===== config.mk =====
export PLATFORM = sky130hd
export DESIGN_NAME = three_source_interrupt_unit
export DESIGN_NICKNAME = d
export VERILOG_FILES = /design/src/irq_unit_pkg.sv /design/src/fall_edge_detect.sv /design/src/three_source_interrupt_unit.sv
export SDC_FILE = /design/constraint.sdc
export NUM_CORES = 1
export LEC_CHECK = 0
export BUFFER_PORTS_ARGS = -buffer_cell sky130_fd_sc_hd__clkbuf_2
export CAP_MARGIN = 15
export CORE_ASPECT_RATIO = 0.7
export CORE_UTILIZATION = 40
export CTS_CLUSTER_SIZE = 14
export DETAILED_ROUTE_END_ITERATION = 12
export GPL_TIMING_DRIVEN = 1
export PLACE_DENSITY = 0.72
export SYNTH_ARGS = -nofsm -noshare
export SYNTH_HDL_FRONTEND = slang
export SYNTH_SLANG_ARGS = --single-unit

===== constraint.sdc =====
create_clock -name clk_sys -period 1.25 [get_ports clk_sys]
set_input_delay 0 -clock clk_sys [delete_from_list [all_inputs] [get_ports clk_sys]]
set_output_delay 0 -clock clk_sys [all_outputs]
set_load 0.005 [all_outputs]

===== src/irq_unit_pkg.sv =====
// constants shared by the three source interrupt unit
package irq_unit_pkg;
  localparam logic [7:0] INTERRUPT_CONTROL_ADDR     = 8'h0b;
  localparam logic [7:0] INTERRUPT_CONTROL_RESET    = 8'h00;
  localparam logic [7:0] INTERRUPT_CONTROL_WR_MASK  = 8'h7f;
  localparam int         BIT_GIE       = 0;
  localparam int         BIT_EN_LO     = 1;
  localparam int         BIT_FLAG_LO   = 4;
  localparam int         NUM_SRC       = 3;
  localparam logic [7:0] VEC_EXT       = 8'h04;
  localparam logic [7:0] VEC_TIMER     = 8'h08;
  localparam logic [7:0] VEC_CONV      = 8'h0c;
endpackage : irq_unit_pkg


===== src/fall_edge_detect.sv =====
// falling edge detector for the active-low external request pin
`timescale 1ns/1ps
`default_nettype none
module fall_edge_detect (
  input  wire logic clk_sys,  // system clock
  input  wire logic rst_n,    // async reset, active low
  input  wire logic pin_n,    // sampled pin level
  output var  logic fall      // one-cycle pulse on high to low
);
  logic prev_r;

  // reset to low so no level seen at release counts as an edge;
  // a pin held low through reset must rise and fall again
  always_ff @(posedge clk_sys or negedge rst_n) begin
    if (!rst_n) begin
      prev_r <= 1'b0;
    end else begin
      prev_r <= pin_n;
    end
  end

  assign fall = prev_r & ~pin_n;
endmodule : fall_edge_detect
`default_nettype wire


===== src/three_source_interrupt_unit.sv =====
// interrupt control register, priority and vector request for three sources
`timescale 1ns/1ps
`default_nettype none
module three_source_interrupt_unit (
  input  wire logic       clk_sys,               // system clock
  input  wire logic       rst_n,                 // async reset, active low
  input  wire logic       second_clock_phase,    // phase strobe, acks here
  input  wire logic       ext_irq_n,             // external request pin
  input  wire logic       timer_overflow,        // timer overflow pulse
  input  wire logic       conv_done,             // conversion end pulse
  input  wire logic       stack_full,            // return stack is full
  input  wire logic       return_from_interrupt, // return-from-irq pulse
  input  wire logic       subroutine_return,     // plain return pulse
  input  wire logic [7:0] reg_addr,              // register address
  input  wire logic       reg_wr,                // register write strobe
  input  wire logic [7:0] reg_wdata,             // register write data
  input  wire logic       reg_rd,                // register read strobe
  output var  logic [7:0] reg_rdata,             // register read data
  output var  logic       irq_call,              // push pc and branch pulse
  output var  logic [7:0] irq_vector,            // branch target
  output var  logic       wake_up                // power-down wake request
);
  // ---------------------------------------------------------------
  // register state
  // ---------------------------------------------------------------
  logic [7:0] ctrl_r;
  logic [7:0] ctrl_nxt;
  logic [7:0] rdata_r;
  logic       call_r;
  logic [7:0] vec_r;
  logic       wake_r;
  logic       ext_fall;

  fall_edge_detect u_fall (
    .clk_sys (clk_sys),
    .rst_n   (rst_n),
    .pin_n   (ext_irq_n),
    .fall    (ext_fall)
  );

  // ---------------------------------------------------------------
  // decode and priority
  // ---------------------------------------------------------------
  wire       hit_wr  = reg_wr & (reg_addr == irq_unit_pkg::INTERRUPT_CONTROL_ADDR);
  wire       hit_rd  = reg_rd & (reg_addr == irq_unit_pkg::INTERRUPT_CONTROL_ADDR);
  wire       gie     = ctrl_r[irq_unit_pkg::BIT_GIE];
  wire [2:0] enables =
    ctrl_r[irq_unit_pkg::BIT_EN_LO +: irq_unit_pkg::NUM_SRC];
  wire [2:0] flags   =
    ctrl_r[irq_unit_pkg::BIT_FLAG_LO +: irq_unit_pkg::NUM_SRC];
  wire [2:0] events  =
    {conv_done, timer_overflow, ext_fall};
  wire [2:0] pending = flags & enables;
  // acknowledge only on the phase strobe, held off by full stack
  wire       take    = second_clock_phase & gie & (|pending)
                       & ~stack_full;
  // fixed priority, lowest bit wins
  wire [2:0] grant   = pending & ~(pending - 3'b001);
  wire [7:0] vec_sel = grant[0] ? irq_unit_pkg::VEC_EXT :
                       grant[1] ? irq_unit_pkg::VEC_TIMER :
                                  irq_unit_pkg::VEC_CONV;
  // any enabled source raises wake-up, even with global enable low
  wire       wake    = |(events & enables);

  // ---------------------------------------------------------------
  // next control value
  // ---------------------------------------------------------------
  // software write first; hardware sets win over a clear in the same cycle
  always_comb begin
    ctrl_nxt = ctrl_r;
    if (hit_wr) begin
      ctrl_nxt = reg_wdata & irq_unit_pkg::INTERRUPT_CONTROL_WR_MASK;
    end
    if (take) begin
      ctrl_nxt[irq_unit_pkg::BIT_GIE] = 1'b0;
      ctrl_nxt[irq_unit_pkg::BIT_FLAG_LO +: irq_unit_pkg::NUM_SRC] =
        ctrl_nxt[irq_unit_pkg::BIT_FLAG_LO +: irq_unit_pkg::NUM_SRC]
        & ~grant;
    end
    if (return_from_interrupt) begin
      ctrl_nxt[irq_unit_pkg::BIT_GIE] = 1'b1;
    end
    // subroutine_return deliberately leaves the enable alone
    ctrl_nxt[irq_unit_pkg::BIT_FLAG_LO +: irq_unit_pkg::NUM_SRC] =
      ctrl_nxt[irq_unit_pkg::BIT_FLAG_LO +: irq_unit_pkg::NUM_SRC]
      | events;
  end

  always_ff @(posedge clk_sys or negedge rst_n) begin
    if (!rst_n) begin
      ctrl_r <= irq_unit_pkg::INTERRUPT_CONTROL_RESET;
    end else begin
      ctrl_r <= ctrl_nxt;
    end
  end

  // only the return address is pushed by the core on this pulse
  always_ff @(posedge clk_sys or negedge rst_n) begin
    if (!rst_n) begin
      call_r  <= 1'b0;
      vec_r   <= irq_unit_pkg::VEC_EXT;
      wake_r  <= 1'b0;
      rdata_r <= irq_unit_pkg::INTERRUPT_CONTROL_RESET;
    end else begin
      call_r  <= take;
      vec_r   <= take ? vec_sel : vec_r;
      wake_r  <= wake;
      rdata_r <= hit_rd ? ctrl_r : rdata_r;
    end
  end

  assign reg_rdata  = rdata_r;
  assign irq_call   = call_r;
  assign irq_vector = vec_r;
  assign wake_up    = wake_r;
endmodule : three_source_interrupt_unit
`default_nettype wire


==> flow_summary.toml <==
[status]
status = "complete, but fails checks"
violations = "DRC"

[pwr]
power_density_nw_per_um2 = 1050
totalPowerFinal_w = 0.00121
irDropWorstVdd_mv = 0.693
leakagePower_nw = 0.629

[global_route]
grt_pass1_wl_um = 2580
grt_max_degree = 20
antenna_found_initial = 0
grt_usage_pct = 15.9
grt_overflow = 0
grt_pass1_vias = 611

[synth]
synth_edf_count = 0
synth_common_cells = "18 x dfrtp_1, 10 x mux2_2, 7 x buf_4"
async_reset_ff_share_pct = 100
yosysUniqueCellTypes = 19
yosys_warnings = 0
synth.area.top_cells = "dfrtp_1 53%, mux2_2 13%, buf_4 6.2%, mux2i_1 4.7%, dfstp_2 3.1%"
synth.most_common_cell = "dfrtp_1"
synth.top_cell.area_share_pct = 53.0
ys_seq_elements = 19
synthCells = 66
seq_area_frac_synth_pct = 56.1
netlist_area_um2 = 850
netlist.top_cell.by_area = "dfrtp_1"
synth.avg_cell_area_um2 = 12.9
yosys_most_used_dff = "dfrtp_1"

[drt]
wl_met2_um = 716
route.detailed.drc = 8
highest_layer = "met3"
drtPass1Iterations = 8
vias = 662
routedWlPerCell_um = 11.5
vias_per_cell = 4.83
wl_met1_um = 698
ant_nets = 0
wl_met3_um = 158
wl_um = 1570
drt_iter0_drc = 19

[floorplan]
die_area_um2 = 2320
io_pins = 45
row_count = 13
dieHeight_um = 40.6
start_util_pct = 44.3
die_x_um = 57.1
core_area_um2 = 1920

[cts]
cts_max_path_buffers = 2
cts_resized = 0
cts_buffers = 3
cts_root_buf = "clkbuf_4"
clk_pin_slew_worst_paths_ns = 0.10
cts_tree = "done"
cts_sinks = 19
htree_levels = 1
clock_latency_ns = 0.29

[finish]
nNetsFinal = 143
antenna_cells = 0
final_core_util_pct = 60.4
multi_input_area_um2 = 339
drive_gt1_share_pct = 45.2
areaGrowthSynthToFinish_pct = 36.4
num-fill-cells = 170
ff_latch_area_um2 = 477
fin_cells = 137

[timing]
clock_skew_ns = 0.00421
rsz0062_at_grt = "false"
period_needed_ns = 1.11
setup_viol = 0
fin_tns_setup_ns = 0
hold_violations = 0
fmax_mhz = 903
final_max_slew_viol_count = 0
post-route-period-util_pct = 88.6

[worst_setup_path]
path_class = "flop to flop"
cp-start-kind = "flop"
reg2reg_depth = 4
cp-end-kind = "flop"
crit_fanout = 3
worstPathArrival_ns = 1.29
reg2reg_to = "ctrl_r[6]$_DFF_PN0_"
cp.required_ns = 1.43
r2r-start = "ctrl_r[0]$_DFFE_PN0P_"
crit_end = "ctrl_r[6]$_DFF_PN0_"
rrSetupSlack_ns = 0.14
startpoint = "ctrl_r[0]$_DFFE_PN0P_"

[placed_design]
dp_hpwl_um = 1180
gp_congestion = 0.767
portBuffers = 35
placed_cells = 122

[worst_hold_path]
hold_start = "reg_wdata[6]"
hold_path.class = "input port to flop"

[flow_run]
cap_violations = 0
-- registers in the layout (all words and copies together) (netlist names) --
signal         cells
reg_rdata          7
irq_vector         2
irq_call           1
wake_up            1
u_fall.prev_r      1
ctrl_r             7
-- placed cells by master, fill, tap and decap left out, types with 2 or more instances in the layout --
master / instances
clkbuf_2: 35
dfrtp_1: 18
dlygate4sd3_1: 11
mux2_2: 10
conb_1: 7
nor2_1: 6
nand2_1: 4
mux2i_1: 4
o21bai_1: 3
clkbuf_4: 3
nand3b_1: 2
nand3_2: 2
-- per-stage QoR --
step	area, µm²	setup WS (ns)	hold WS (ns)
floorplan	872	0.299	-0.296
detailed placement	1020	0.0648	-0.0241
finish	1160	0.142	0.0114
global route	1160	0.0342	0.00565
global placement	1020	0.105	-0.0349
CTS	1160	0.148	0.00286
-- worst max-delay path: stages, from the launching register on --
cell	delay, ns
dfrtp_1	0.38
nand3b_1	0.15
nand2b_1	0.19
nor3b_1	0.19
o21bai_1	0.09
-- cell families after synthesis --
logic type / share of synthesized area (%)
buffers and inverters: 6.63
AO/OA/AOI/OAI: 5.01
other: 0.441
flip-flops: 56.1
multiplexers: 18.0
AND/OR/NAND/NOR: 13.8
-- report_power, final --
group	internal (W)	total [W]	switching (W)
Clock	0.000124	0.000302	0.000178
Combinational	0.000114	0.000201	0.0000863
Sequential	0.000679	0.000708	0.0000288
Total	0.000918	0.00121	0.000293
-- what timing repair did --
item | in CTS | in global routing
endpoints found under the hold margin | 28 | 0
setup buffers | 0 | 0
hold buffers | 11 | 0
endpoints found under the setup margin | 0 | 0
-- metal layers --
layer	track usage, %	up-vias
li1	-	321
met1	18.3	309
met2	28.8	32
met3	7.42	0
met4	1.83	0
met5	0	-
-- layout make-up --
type | instances | area share, %
clock buffers | 4 | 2.27
inverters | 1 | 0.324
multi-input cells | 45 | 29.3
flip-flops and latches | 19 | 41.1
well taps | 22 | 2.38
repair buffers | 46 | 24.6
-- worst min path at each step --
stage | to | slack [ns] | depth (start not counted)
floorplan | ctrl_r[0]$_DFFE_PN0P_ | -0.30 | 0
global placement | reg_rdata[5]$_DFFE_PN0P_ | -0.03 | 1
detailed placement | reg_rdata[5]$_DFFE_PN0P_ | -0.02 | 1
CTS | ctrl_r[6]$_DFF_PN0_ | 0.003 | 3
global route | ctrl_r[6]$_DFF_PN0_ | 0.006 | 3
finish | ctrl_r[6]$_DFF_PN0_ | 0.01 | 3
No activity file was read; power rests on OpenSTA's default activity.
